## src/art_params.svh

```systemverilog
// Register offsets, field positions, reset values and timing counts of the reload timer
`ifndef ART_PARAMS_SVH
`define ART_PARAMS_SVH

// Register indices; byte address is four times the index
`define ART_IDX_CSR        6'h0d
`define ART_IDX_CNT_HI     6'h0e
`define ART_IDX_CNT_LO     6'h0f
`define ART_IDX_RLD_HI     6'h10
`define ART_IDX_RLD_LO     6'h11
`define ART_IDX_CAP_HI     6'h1f
`define ART_IDX_CAP_LO     6'h20
`define ART_IDX_EVT_STAT   6'h30
`define ART_IDX_EVT_MASK   6'h31

// Control/status field positions
`define ART_CSR_CAPF       6
`define ART_CSR_CAPIE      5
`define ART_CSR_SEL_HI     4
`define ART_CSR_SEL_LO     3
`define ART_CSR_WRAPF      2
`define ART_CSR_WRAPIE     1
`define ART_CSR_COMPARE_IRQ_ENABLE      0

// Event status and mask field positions
`define ART_EVT_CAP        0
`define ART_EVT_WRAP       1
`define ART_EVT_CMP        2
`define ART_EVT_W          3

// Widths and reset values
`define ART_CNT_W          12
`define ART_CNT_MAX        12'hfff
`define ART_CNT_RST        12'h000
`define ART_RLD_RST        12'h000
`define ART_CMP_N          4

// Bus answers
`define ART_RESP_OKAY      2'b00
`define ART_RESP_SLVERR    2'b10

// Timing: clock rates in MHz and the lite tick period in microseconds
`define ART_MCLK_MHZ       40
`define ART_FAST_MHZ       32
`define ART_CPU_MHZ        8
`define ART_LITE_PERIOD_US 1000
`define ART_LITE_CYCLES    (`ART_LITE_PERIOD_US * `ART_MCLK_MHZ)

`endif

```

## src/art_pkg.sv

```systemverilog
// Types shared by the reload timer files
package art_pkg;

   typedef enum logic [1:0] {
      ART_SEL_OFF  = 2'b00,
      ART_SEL_LITE = 2'b01,
      ART_SEL_CPU  = 2'b10,
      ART_SEL_FAST = 2'b11
   } art_clksel_t;

endpackage

```

## src/art_sync.sv

```systemverilog
// Two flip-flop synchroniser for pin inputs
`timescale 1ns/1ps
module art_sync #(
   parameter int W = 1
) (
   input  wire logic         mclk,
   input  wire logic         nrst,
   input  wire logic [W-1:0] async_in,
   output logic      [W-1:0] sync_out
);

   logic [W-1:0] meta_r;

   always_ff @(posedge mclk or negedge nrst) begin
      if (!nrst) begin
         meta_r   <= '0;
         sync_out <= '0;
      end else begin
         meta_r   <= async_in;
         sync_out <= meta_r;
      end
   end

endmodule // art_sync

```

## src/art_tick.sv

```systemverilog
// Fractional tick generator: STEP ticks every MODULUS clock cycles
`timescale 1ns/1ps
module art_tick #(
   parameter logic [15:0] STEP    = 16'h0001,
   parameter logic [15:0] MODULUS = 16'h0001
) (
   input  wire logic mclk,
   input  wire logic nrst,
   output logic      tick
);

   logic [16:0] acc_r;
   logic [16:0] sum;

   assign sum = acc_r + {1'b0, STEP};

   always_ff @(posedge mclk or negedge nrst) begin
      if (!nrst) begin
         acc_r <= 17'h00000;
         tick  <= 1'b0;
      end else if (sum >= {1'b0, MODULUS}) begin
         acc_r <= sum - {1'b0, MODULUS};
         tick  <= 1'b1;
      end else begin
         acc_r <= sum;
         tick  <= 1'b0;
      end
   end

endmodule // art_tick

```

## src/art_timer.sv

```systemverilog
// Auto-reload 12-bit timer with input capture and an AXI4-Lite register slave
//
// What this block does
// - An edge on the capture pin while the capture flag is clear copies the 12-bit count into the capture register.
// - Each accepted capture sets the capture flag in the control/status register.
// - Capture interrupt request is high while capture flag and its enable are set.
// - Reading capture high or low byte while the flag is set clears it.
// - While the capture flag is set, further edges are ignored.
// - Capture register is read-only and holds the latest accepted capture.
// - Software writes never change the capture flag.
// - Clock select: 00 off, 01 lite tick, 10 CPU clock, 11 32 MHz.
// - Wrap flag sets when the count passes from FFFh to the reload value.
// - Reading the control/status register clears the wrap flag.
// - Wrap interrupt enable is read/write, resets to zero, gates the wrap request.
// - Compare interrupt enable masks the request from any compare flag.
// - Counter increments on every tick of the selected count clock.
// - On wrap the counter restarts from the reload register value.
// - Counter, clock select and enables are read-only or cleared at reset.
// - Counter high bits 15:12 and control bit 7 read as zero.
`timescale 1ns/1ps
`include "art_params.svh"
module art_timer #(
   parameter logic [15:0] LITE_TICK_CYCLES = 16'(`ART_LITE_CYCLES)
) (
   input  wire logic                   mclk,
   input  wire logic                   nrst,
   input  wire logic [7:0]             s_axi_awaddr,
   input  wire logic                   s_axi_awvalid,
   output logic                        s_axi_awready,
   input  wire logic [31:0]            s_axi_wdata,
   input  wire logic [3:0]             s_axi_wstrb,
   input  wire logic                   s_axi_wvalid,
   output logic                        s_axi_wready,
   output logic [1:0]                  s_axi_bresp,
   output logic                        s_axi_bvalid,
   input  wire logic                   s_axi_bready,
   input  wire logic [7:0]             s_axi_araddr,
   input  wire logic                   s_axi_arvalid,
   output logic                        s_axi_arready,
   output logic [31:0]                 s_axi_rdata,
   output logic [1:0]                  s_axi_rresp,
   output logic                        s_axi_rvalid,
   input  wire logic                   s_axi_rready,
   input  wire logic                   capture_input_pin,
   input  wire logic [`ART_CMP_N-1:0]  compare_flags,
   output logic                        irq_capture,
   output logic                        irq_wrap,
   output logic                        irq_compare,
   output logic                        irq
);

   logic [`ART_CNT_W-1:0] free_run_count_r;
   logic [`ART_CNT_W-1:0] reload_value_r;
   logic [`ART_CNT_W-1:0] capture_value_r;
   logic                  capture_flag_r;
   logic                  capture_irq_enable_r;
   art_pkg::art_clksel_t  count_clock_select_r;
   logic                  wrap_flag_r;
   logic                  wrap_irq_enable_r;
   logic                  compare_irq_enable_r;
   logic [`ART_EVT_W-1:0] evt_status_r;
   logic [`ART_EVT_W-1:0] evt_mask_r;
   logic                  cmp_req_d_r;

   logic                  fast_tick;
   logic                  cpu_tick;
   logic                  lite_tick_clock;
   logic                  count_tick;
   logic                  cap_sync;
   logic                  cap_prev_r;
   logic                  cap_edge;
   logic                  cap_take;
   logic                  wrap_evt;
   logic                  cmp_req;

   logic                  aw_full_r;
   logic                  w_full_r;
   logic [5:0]            wr_idx_r;
   logic                  wr_lane_r;
   logic [7:0]            wr_byte_r;
   logic [1:0]            wr_low_r;
   logic                  wr_do;
   logic                  wr_map;
   logic                  rd_take;
   logic [5:0]            rd_idx;
   logic                  rd_map;
   logic [7:0]            rd_byte;

   // Tick sources derived from mclk
   art_tick #(
      .STEP    (16'(`ART_FAST_MHZ)),
      .MODULUS (16'(`ART_MCLK_MHZ))
   ) u_fast_tick (
      .mclk (mclk),
      .nrst (nrst),
      .tick (fast_tick)
   );

   art_tick #(
      .STEP    (16'(`ART_CPU_MHZ)),
      .MODULUS (16'(`ART_MCLK_MHZ))
   ) u_cpu_tick (
      .mclk (mclk),
      .nrst (nrst),
      .tick (cpu_tick)
   );

   art_tick #(
      .STEP    (16'h0001),
      .MODULUS (LITE_TICK_CYCLES)
   ) u_lite_tick (
      .mclk (mclk),
      .nrst (nrst),
      .tick (lite_tick_clock)
   );

   always_comb begin
      case (count_clock_select_r)
         art_pkg::ART_SEL_OFF:  count_tick = 1'b0;
         art_pkg::ART_SEL_LITE: count_tick = lite_tick_clock;
         art_pkg::ART_SEL_CPU:  count_tick = cpu_tick;
         art_pkg::ART_SEL_FAST: count_tick = fast_tick;
         default:               count_tick = 1'b0;
      endcase
   end

   assign wrap_evt = count_tick && (free_run_count_r == `ART_CNT_MAX);

   always_ff @(posedge mclk or negedge nrst) begin
      if (!nrst) begin
         free_run_count_r <= `ART_CNT_RST;
      end else if (wrap_evt) begin
         free_run_count_r <= reload_value_r;
      end else if (count_tick) begin
         free_run_count_r <= free_run_count_r + 12'h001;
      end
   end

   art_sync #(
      .W (1)
   ) u_cap_sync (
      .mclk     (mclk),
      .nrst     (nrst),
      .async_in (capture_input_pin),
      .sync_out (cap_sync)
   );

   always_ff @(posedge mclk or negedge nrst) begin
      if (!nrst) begin
         cap_prev_r <= 1'b0;
      end else begin
         cap_prev_r <= cap_sync;
      end
   end

   assign cap_edge = cap_sync ^ cap_prev_r;
   assign cap_take = cap_edge && !capture_flag_r;

   always_ff @(posedge mclk or negedge nrst) begin
      if (!nrst) begin
         capture_value_r <= `ART_CNT_RST;
      end else if (cap_take) begin
         capture_value_r <= free_run_count_r;
      end
   end

   // Register bus decode
   assign rd_take = s_axi_arvalid && s_axi_arready;
   assign rd_idx  = s_axi_araddr[7:2];
   assign wr_do   = aw_full_r && w_full_r && !s_axi_bvalid;

   always_comb begin
      case (rd_idx)
         `ART_IDX_CSR, `ART_IDX_CNT_HI, `ART_IDX_CNT_LO, `ART_IDX_RLD_HI,
         `ART_IDX_RLD_LO, `ART_IDX_CAP_HI, `ART_IDX_CAP_LO,
         `ART_IDX_EVT_STAT, `ART_IDX_EVT_MASK: rd_map = (s_axi_araddr[1:0] == 2'b00);
         default: rd_map = 1'b0;
      endcase
   end

   always_comb begin
      case (wr_idx_r)
         `ART_IDX_CSR, `ART_IDX_RLD_HI, `ART_IDX_RLD_LO,
         `ART_IDX_EVT_STAT, `ART_IDX_EVT_MASK: wr_map = (wr_low_r == 2'b00);
         `ART_IDX_CNT_HI, `ART_IDX_CNT_LO, `ART_IDX_CAP_HI,
         `ART_IDX_CAP_LO: wr_map = (wr_low_r == 2'b00);
         default: wr_map = 1'b0;
      endcase
   end

   always_comb begin
      case (rd_idx)
         `ART_IDX_CSR:      rd_byte = {1'b0, capture_flag_r, capture_irq_enable_r,
                                       count_clock_select_r, wrap_flag_r,
                                       wrap_irq_enable_r, compare_irq_enable_r};
         `ART_IDX_CNT_HI:   rd_byte = {4'h0, free_run_count_r[11:8]};
         `ART_IDX_CNT_LO:   rd_byte = free_run_count_r[7:0];
         `ART_IDX_RLD_HI:   rd_byte = {4'h0, reload_value_r[11:8]};
         `ART_IDX_RLD_LO:   rd_byte = reload_value_r[7:0];
         `ART_IDX_CAP_HI:   rd_byte = {4'h0, capture_value_r[11:8]};
         `ART_IDX_CAP_LO:   rd_byte = capture_value_r[7:0];
         `ART_IDX_EVT_STAT: rd_byte = {5'h00, evt_status_r};
         `ART_IDX_EVT_MASK: rd_byte = {5'h00, evt_mask_r};
         default:           rd_byte = 8'h00;
      endcase
   end

   // Write address and data channels, taken in either order
   always_ff @(posedge mclk or negedge nrst) begin
      if (!nrst) begin
         aw_full_r     <= 1'b0;
         wr_idx_r      <= 6'h00;
         wr_low_r      <= 2'b00;
         s_axi_awready <= 1'b1;
      end else if (s_axi_awvalid && s_axi_awready) begin
         aw_full_r     <= 1'b1;
         wr_idx_r      <= s_axi_awaddr[7:2];
         wr_low_r      <= s_axi_awaddr[1:0];
         s_axi_awready <= 1'b0;
      end else if (wr_do) begin
         aw_full_r     <= 1'b0;
      end else if (s_axi_bvalid && s_axi_bready) begin
         s_axi_awready <= 1'b1;
      end
   end

   always_ff @(posedge mclk or negedge nrst) begin
      if (!nrst) begin
         w_full_r     <= 1'b0;
         wr_byte_r    <= 8'h00;
         wr_lane_r    <= 1'b0;
         s_axi_wready <= 1'b1;
      end else if (s_axi_wvalid && s_axi_wready) begin
         w_full_r     <= 1'b1;
         wr_byte_r    <= s_axi_wdata[7:0];
         wr_lane_r    <= s_axi_wstrb[0];
         s_axi_wready <= 1'b0;
      end else if (wr_do) begin
         w_full_r     <= 1'b0;
      end else if (s_axi_bvalid && s_axi_bready) begin
         s_axi_wready <= 1'b1;
      end
   end

   // Write response
   always_ff @(posedge mclk or negedge nrst) begin
      if (!nrst) begin
         s_axi_bvalid <= 1'b0;
         s_axi_bresp  <= `ART_RESP_OKAY;
      end else if (wr_do) begin
         s_axi_bvalid <= 1'b1;
         s_axi_bresp  <= wr_map ? `ART_RESP_OKAY : `ART_RESP_SLVERR;
      end else if (s_axi_bready) begin
         s_axi_bvalid <= 1'b0;
      end
   end

   // Read channel
   always_ff @(posedge mclk or negedge nrst) begin
      if (!nrst) begin
         s_axi_arready <= 1'b1;
         s_axi_rvalid  <= 1'b0;
         s_axi_rdata   <= 32'h00000000;
         s_axi_rresp   <= `ART_RESP_OKAY;
      end else if (rd_take) begin
         s_axi_arready <= 1'b0;
         s_axi_rvalid  <= 1'b1;
         s_axi_rdata   <= {24'h000000, rd_byte};
         s_axi_rresp   <= rd_map ? `ART_RESP_OKAY : `ART_RESP_SLVERR;
      end else if (s_axi_rvalid && s_axi_rready) begin
         s_axi_arready <= 1'b1;
         s_axi_rvalid  <= 1'b0;
      end
   end

   // Software-written control fields, cleared at reset
   always_ff @(posedge mclk or negedge nrst) begin
      if (!nrst) begin
         capture_irq_enable_r <= 1'b0;
         count_clock_select_r <= art_pkg::ART_SEL_OFF;
         wrap_irq_enable_r    <= 1'b0;
         compare_irq_enable_r <= 1'b0;
      end else if (wr_do && wr_lane_r && wr_map && wr_idx_r == `ART_IDX_CSR) begin
         capture_irq_enable_r <= wr_byte_r[`ART_CSR_CAPIE];
         count_clock_select_r <= art_pkg::art_clksel_t'(wr_byte_r[`ART_CSR_SEL_HI:`ART_CSR_SEL_LO]);
         wrap_irq_enable_r    <= wr_byte_r[`ART_CSR_WRAPIE];
         compare_irq_enable_r <= wr_byte_r[`ART_CSR_COMPARE_IRQ_ENABLE];
      end
   end

   // Reload register
   always_ff @(posedge mclk or negedge nrst) begin
      if (!nrst) begin
         reload_value_r <= `ART_RLD_RST;
      end else if (wr_do && wr_lane_r && wr_map && wr_idx_r == `ART_IDX_RLD_HI) begin
         reload_value_r[11:8] <= wr_byte_r[3:0];
      end else if (wr_do && wr_lane_r && wr_map && wr_idx_r == `ART_IDX_RLD_LO) begin
         reload_value_r[7:0] <= wr_byte_r;
      end
   end

   always_ff @(posedge mclk or negedge nrst) begin
      if (!nrst) begin
         capture_flag_r <= 1'b0;
      end else if (cap_take) begin
         capture_flag_r <= 1'b1;
      end else if (rd_take && rd_map && (rd_idx == `ART_IDX_CAP_HI ||
                                         rd_idx == `ART_IDX_CAP_LO)) begin
         capture_flag_r <= 1'b0;
      end
   end

   // Wrap flag, set wins over clear
   always_ff @(posedge mclk or negedge nrst) begin
      if (!nrst) begin
         wrap_flag_r <= 1'b0;
      end else if (wrap_evt) begin
         wrap_flag_r <= 1'b1;
      end else if (rd_take && rd_map && rd_idx == `ART_IDX_CSR) begin
         wrap_flag_r <= 1'b0;
      end
   end

   assign cmp_req = compare_irq_enable_r && (|compare_flags);

   always_ff @(posedge mclk or negedge nrst) begin
      if (!nrst) begin
         cmp_req_d_r <= 1'b0;
      end else begin
         cmp_req_d_r <= cmp_req;
      end
   end

   // Sticky event status, write one to clear, set wins
   always_ff @(posedge mclk or negedge nrst) begin
      if (!nrst) begin
         evt_status_r <= 3'h0;
      end else begin
         for (int i = 0; i < `ART_EVT_W; i++) begin
            if ((i == `ART_EVT_CAP && cap_take) || (i == `ART_EVT_WRAP && wrap_evt) ||
                (i == `ART_EVT_CMP && cmp_req && !cmp_req_d_r)) begin
               evt_status_r[i] <= 1'b1;
            end else if (wr_do && wr_lane_r && wr_map &&
                         wr_idx_r == `ART_IDX_EVT_STAT && wr_byte_r[i]) begin
               evt_status_r[i] <= 1'b0;
            end
         end
      end
   end

   always_ff @(posedge mclk or negedge nrst) begin
      if (!nrst) begin
         evt_mask_r <= 3'h0;
      end else if (wr_do && wr_lane_r && wr_map && wr_idx_r == `ART_IDX_EVT_MASK) begin
         evt_mask_r <= wr_byte_r[`ART_EVT_W-1:0];
      end
   end

   // Interrupt outputs
   always_ff @(posedge mclk or negedge nrst) begin
      if (!nrst) begin
         irq_capture <= 1'b0;
         irq_wrap    <= 1'b0;
         irq_compare <= 1'b0;
         irq         <= 1'b0;
      end else begin
         irq_capture <= capture_flag_r && capture_irq_enable_r;
         irq_wrap    <= wrap_flag_r && wrap_irq_enable_r;
         irq_compare <= cmp_req;
         irq         <= |(evt_status_r & evt_mask_r);
      end
   end

endmodule // art_timer

```

## config.mk

```make
export PLATFORM = sky130hd
export DESIGN_NAME = art_timer
export DESIGN_NICKNAME = d
export VERILOG_FILES = /design/src/art_pkg.sv /design/src/art_sync.sv /design/src/art_tick.sv /design/src/art_timer.sv
export VERILOG_INCLUDE_DIRS = /design/src /design/src/src
export SDC_FILE = /design/constraint.sdc
export NUM_CORES = 1
export LEC_CHECK = 0
export ABC_AREA = 1
export BUFFER_PORTS_ARGS = -buffer_cell sky130_fd_sc_hd__buf_4
export CAP_MARGIN = 40
export CORE_UTILIZATION = 60
export DETAILED_ROUTE_END_ITERATION = 10
export MAX_ROUTING_LAYER = met4
export PLACE_DENSITY = 0.83
export SYNTH_ARGS = -nofsm -noshare
export SYNTH_HDL_FRONTEND = slang
export SYNTH_SLANG_ARGS = --single-unit
```

## constraint.sdc

```tcl
create_clock -name mclk -period 5.4 [get_ports mclk]
set_input_delay 0.54 -clock mclk [delete_from_list [all_inputs] [get_ports mclk]]
set_output_delay 0.54 -clock mclk [all_outputs]
set_load 0.02 [all_outputs]
```

==> impl_results.md <==
* Register-to-register path setup slack at 2.68 ns
* Post-Synth Adder-Cell Area at 1.74%
* Pin count of the biggest net entering global routing at just over 60
* H-tree Lvls at 4
* Max stage delay on crit path at 0.40 ns
* Post-synthesis compound-gate area fraction at 9.33%
* Die height at 117 um
* Die ar. at ~14000 sq um
* Launch instance of the worst register-to-register path: u_lite_tick.acc_r[0]
* Dominant cell by count in the synthesized netlist: sky130_fd_sc_hd__nand2_1
* Detail-routed net length per standard cell at 13.4 um
* Synthesized flop and latch total at 138
* Failing checks: hold timing
* Ports at approximately 110
* Required time at the endpoint of the critical path at about 5.7 ns
* Clock tree from TritonCTS: yes
* Inserted Clock Buffers at 17
* Area share of xor/xnor cells in the synthesized design at 5.28%
* Kind of cell with the highest combined delay on the critical path: simple AND/OR/NAND/NOR gates
* Final critical delay including setup and external delays at 2.72 ns
* Reg clk slew, reported paths at about 0.06 ns
* Worst Reg2Reg Path Length in Cells at 15
* Number of enable flip-flop cells after synthesis at 0
* Number of antenna violations at the first check in global routing at 0
* Average size of a mapped cell at 7.72 sq um
* Maximum net fanout on the critical path at 12
* Total detailed-routing wirelength at around 17 mm
* Die width at 117 um
* Critical path origin: u_lite_tick.acc_r[0]
* Drt initial violations at 514
* Total negative slack at 0 ns
* Number of detailed-route iterations in the first pass at 5
* Per-cell via count in the routed design at 5.32
* Final worst path period share at 50.3%
* Run status: finished, violations left
* Most numerous cell on the critical path: sky130_fd_sc_hd__nand2_1
* Final weighted congestion of routability-driven global placement at 0.905
* Leftover overflow at the end of global routing at 0
* LEAKAGE at 4.59 nW
* Number of instances in the synthesized netlist at 1024
* Clock latency reported for the late side of the worst-skew pair at 0.43 ns
* Combined flip-flop and latch cell area at 3460 sq um
* Worst Skew at 0.00911 ns
* Warnings from Yosys at 0
* Cell accounting for the most synthesized area: sky130_fd_sc_hd__dfrtp_1
* Cts-stage hold buffer count at 0
* Global-route wire length before repair at 28.6 mm
* Most frequent cells after synthesis: sky130_fd_sc_hd__nand2_1 (261), sky130_fd_sc_hd__inv_1 (144), sky130_fd_sc_hd__dfrtp_1 (135)
* PortBufs at 55
* Multiplexer share of the synthesized area at 0.285%
* Setup Crit Path Kind: reg -> reg
* Post-Route Hold Slack at -0.00432 ns
* Actual slew at the worst max-slew pin at 0.716 ns
* Growth of design area from synthesis to finish at 14.0%
* Max Fclk at 368 MHz
* Residual DRC count at 0
* Area of the mapped netlist at between 7000 and 8000 sq um
* Clock net sink count at 138
* Cell with the largest stage delay on the worst path: sky130_fd_sc_hd__dfrtp_1
* Crit path buf inv count at 1
* Final Setup Violations at 0
* Sequential cell area fraction in the yosys report at 43.7%
* Worst flop-to-flop path endpoint: u_lite_tick.acc_r[14]
* Post-synthesis share of cell area spent on and, or, nand and nor gates at slightly below 30%
* Logic depth of the worst setup path including buffers at 15
* Count of max-cap constraint violations at 0
* Standard-cell row count at 41
* Tightest Hold Check Type: in -> async
* Proportion of netlist area held by the largest area contributor at between 40 and 50%
* Nets at roughly 1200
* Most instantiated flip-flop cell in the synthesis netlist: sky130_fd_sc_hd__dfrtp_1
* Combinational family with the most area after synthesis: simple AND/OR/NAND/NOR gates
* Final antenna-violating net count at 0
* Area occupied by multi-input gates at roughly 3700 sq um
* Startpoint class of the critical path: register
* Vias post-DR at 6767
* Root cell of the clock tree: sky130_fd_sc_hd__clkbuf_16
* All-Layer GR Usage at between 20% and 30%
* Fin. max-slew vios at 0
* Core area at 12700 sq um
* Type of element capturing the critical path: register
* Number of global-route vias before repair at 6287
* # diodes at 0
* Top area cells in the synthesized netlist: sky130_fd_sc_hd__dfrtp_1 (43%), sky130_fd_sc_hd__nand2_1 (12%), sky130_fd_sc_hd__inv_1 (6.8%), sky130_fd_sc_hd__nand3_1 (4.3%), sky130_fd_sc_hd__o21ai_0 (4.1%)
* Worst setup path endpoint: u_lite_tick.acc_r[14]
* Number of inserted filler cells in the final layout at 1023
* Number of distinct library cells after synthesis at 50
* Post-cts resize count at 0
* Number of buffers inserted by post-CTS setup repair at 0
* Pwr per Cell Area at 306 nW/um^2
* RSZ-0062 raised after global routing: false
* Detailed-placement wirelength estimate at between 10 and 15 mm
* Ratio of cells with drive above 1 in the final layout at between 10% and 20%
* Async set-or-reset flop fraction in the synthesized netlist at 100%
* Crit path cell chain: ha_1 > nand3_1 > nor2_1 > nand2_1 > nand2_1 > inv_1 > ha_1 > nand2_1 > nor2_1 > nand3_1 > nor2_1 > nand3_1 > nand3_2 > nand2_1 > nand2_1
* Final hold vios at 3
* Worst IR drop on VDD at 224 uV
* Worst slew margin relative to its limit at a little over half
* Initial cell density of the core at a little over 60%
* Clock Tree Buf Depth at 2
* Data arrival at the endpoint of the critical path at between 3 and 4 ns
==> placed cells by master (no fill, tap or decap), types with 4 or more instances in the layout <==
cell / netlist / final
sky130_fd_sc_hd__a21o_1: 4 / 4
sky130_fd_sc_hd__a21oi_1: 34 / 34
sky130_fd_sc_hd__a22oi_1: 6 / 6
sky130_fd_sc_hd__a31oi_1: 4 / 4
sky130_fd_sc_hd__buf_4: 26 / 56
sky130_fd_sc_hd__clkbuf_1: 8 / 4
sky130_fd_sc_hd__clkbuf_16: 0 / 17
sky130_fd_sc_hd__clkbuf_8: 0 / 4
sky130_fd_sc_hd__conb_1: 1 / 26
sky130_fd_sc_hd__dfrtp_1: 135 / 135
sky130_fd_sc_hd__ha_1: 11 / 11
sky130_fd_sc_hd__inv_1: 144 / 144
sky130_fd_sc_hd__inv_2: 4 / 4
sky130_fd_sc_hd__nand2_1: 261 / 261
sky130_fd_sc_hd__nand2_2: 5 / 5
sky130_fd_sc_hd__nand3_1: 68 / 68
sky130_fd_sc_hd__nand3_2: 5 / 5
sky130_fd_sc_hd__nand4_1: 39 / 39
sky130_fd_sc_hd__nor2_1: 75 / 75
sky130_fd_sc_hd__nor2_2: 15 / 15
sky130_fd_sc_hd__nor3_1: 15 / 15
sky130_fd_sc_hd__nor3_2: 4 / 4
sky130_fd_sc_hd__nor4_1: 4 / 4
sky130_fd_sc_hd__o21ai_0: 65 / 65
sky130_fd_sc_hd__o22ai_1: 7 / 7
sky130_fd_sc_hd__xnor2_1: 14 / 14
sky130_fd_sc_hd__xor2_1: 30 / 30
==> registers in the layout, indices dropped and copies added (netlist names), 3 cells and up <==
register	count
wr_byte_r	8
u_lite_tick.acc_r	17
evt_mask_r	3
u_cpu_tick.acc_r	14
capture_value_r	12
reload_value_r	12
free_run_count_r	12
wr_idx_r	6
u_fast_tick.acc_r	14
s_axi_rdata	8
evt_status_r	3
==> cell type report <==
cell class	count	area share [%]
clock buffers	25	5.49
clock inverters	7	1.25
inverters	151	6.34
multi-input cells	720	41.1
flip-flops and latches	138	38.3
well taps	172	2.39
repair buffers	58	5.09
==> worst min path at each step <==
stage,startpoint,to,slack [ns]
floorplan,nrst,aw_full_r,0.24
global placement,u_cap_sync.meta_r,u_cap_sync.sync_out,0.37
detailed placement,u_cap_sync.meta_r,u_cap_sync.sync_out,0.37
CTS,nrst,irq_compare,0.009
global route,nrst,irq_compare,0.02
finish,nrst,evt_status_r[2],-0.004
==> report_power, final <==
part	leakage (nW)	total (mW)	internal (mW)	switching, mW
registers	1.80	1.20	1.14	0.0597
logic	2.49	0.361	0.118	0.243
clock network	0.297	1.20	0.772	0.427
total	4.59	2.76	2.03	0.730
==> cell families (layout without fill, tap and decap cells) <==
family	after synthesis	after routing
buffers and inverters	191	241
other	1	26
AND/OR/NAND/NOR	504	504
adder cells (fa/ha/maj)	11	11
multiplexers	2	2
XOR/XNOR	46	46
AO/OA/AOI/OAI	131	131
flip-flops	138	138
==> metal layers <==
layer,global-route usage [%],share of wire [%],vias to the layer above
met5,-,0,-
met4,12.4,2.5,0
met3,4.63,5.2,41
met2,45.0,48,186
met1,35.4,45,3159
li1,-,-,3381
==> through the flow <==
step | power (mW) | std cells | cell area [sq um] | worst slack, ns | utilization, %
2_1_floorplan | 1.45 | 1049 | 8000 | 3.36 | -
3_3_place_gp | 1.56 | 1238 | 8380 | 2.76 | 65.9
3_5_place_dp | 1.57 | 1239 | 8410 | 2.65 | 66.1
4_1_cts | 2.78 | 1271 | 9020 | 2.63 | 70.9
5_1_grt | 2.88 | 1271 | 9020 | 2.38 | 70.9
6_report | 2.76 | 1271 | 9020 | 2.68 | 70.9
==> worst reg2reg max path, cell delays in order (launching register included) <==
cell,delay [ns]
sky130_fd_sc_hd__dfrtp_1,0.40
sky130_fd_sc_hd__ha_1,0.22
sky130_fd_sc_hd__nand3_1,0.14
sky130_fd_sc_hd__nor2_1,0.21
sky130_fd_sc_hd__nand2_1,0.07
sky130_fd_sc_hd__nand2_1,0.14
sky130_fd_sc_hd__inv_1,0.08
sky130_fd_sc_hd__ha_1,0.18
sky130_fd_sc_hd__nand2_1,0.06
sky130_fd_sc_hd__nor2_1,0.05
sky130_fd_sc_hd__nand3_1,0.08
sky130_fd_sc_hd__nor2_1,0.05
sky130_fd_sc_hd__nand3_1,0.38
sky130_fd_sc_hd__nand3_2,0.33
sky130_fd_sc_hd__nand2_1,0.14
sky130_fd_sc_hd__nand2_1,0.07
Note: power is estimated with default switching activity, not from simulation.
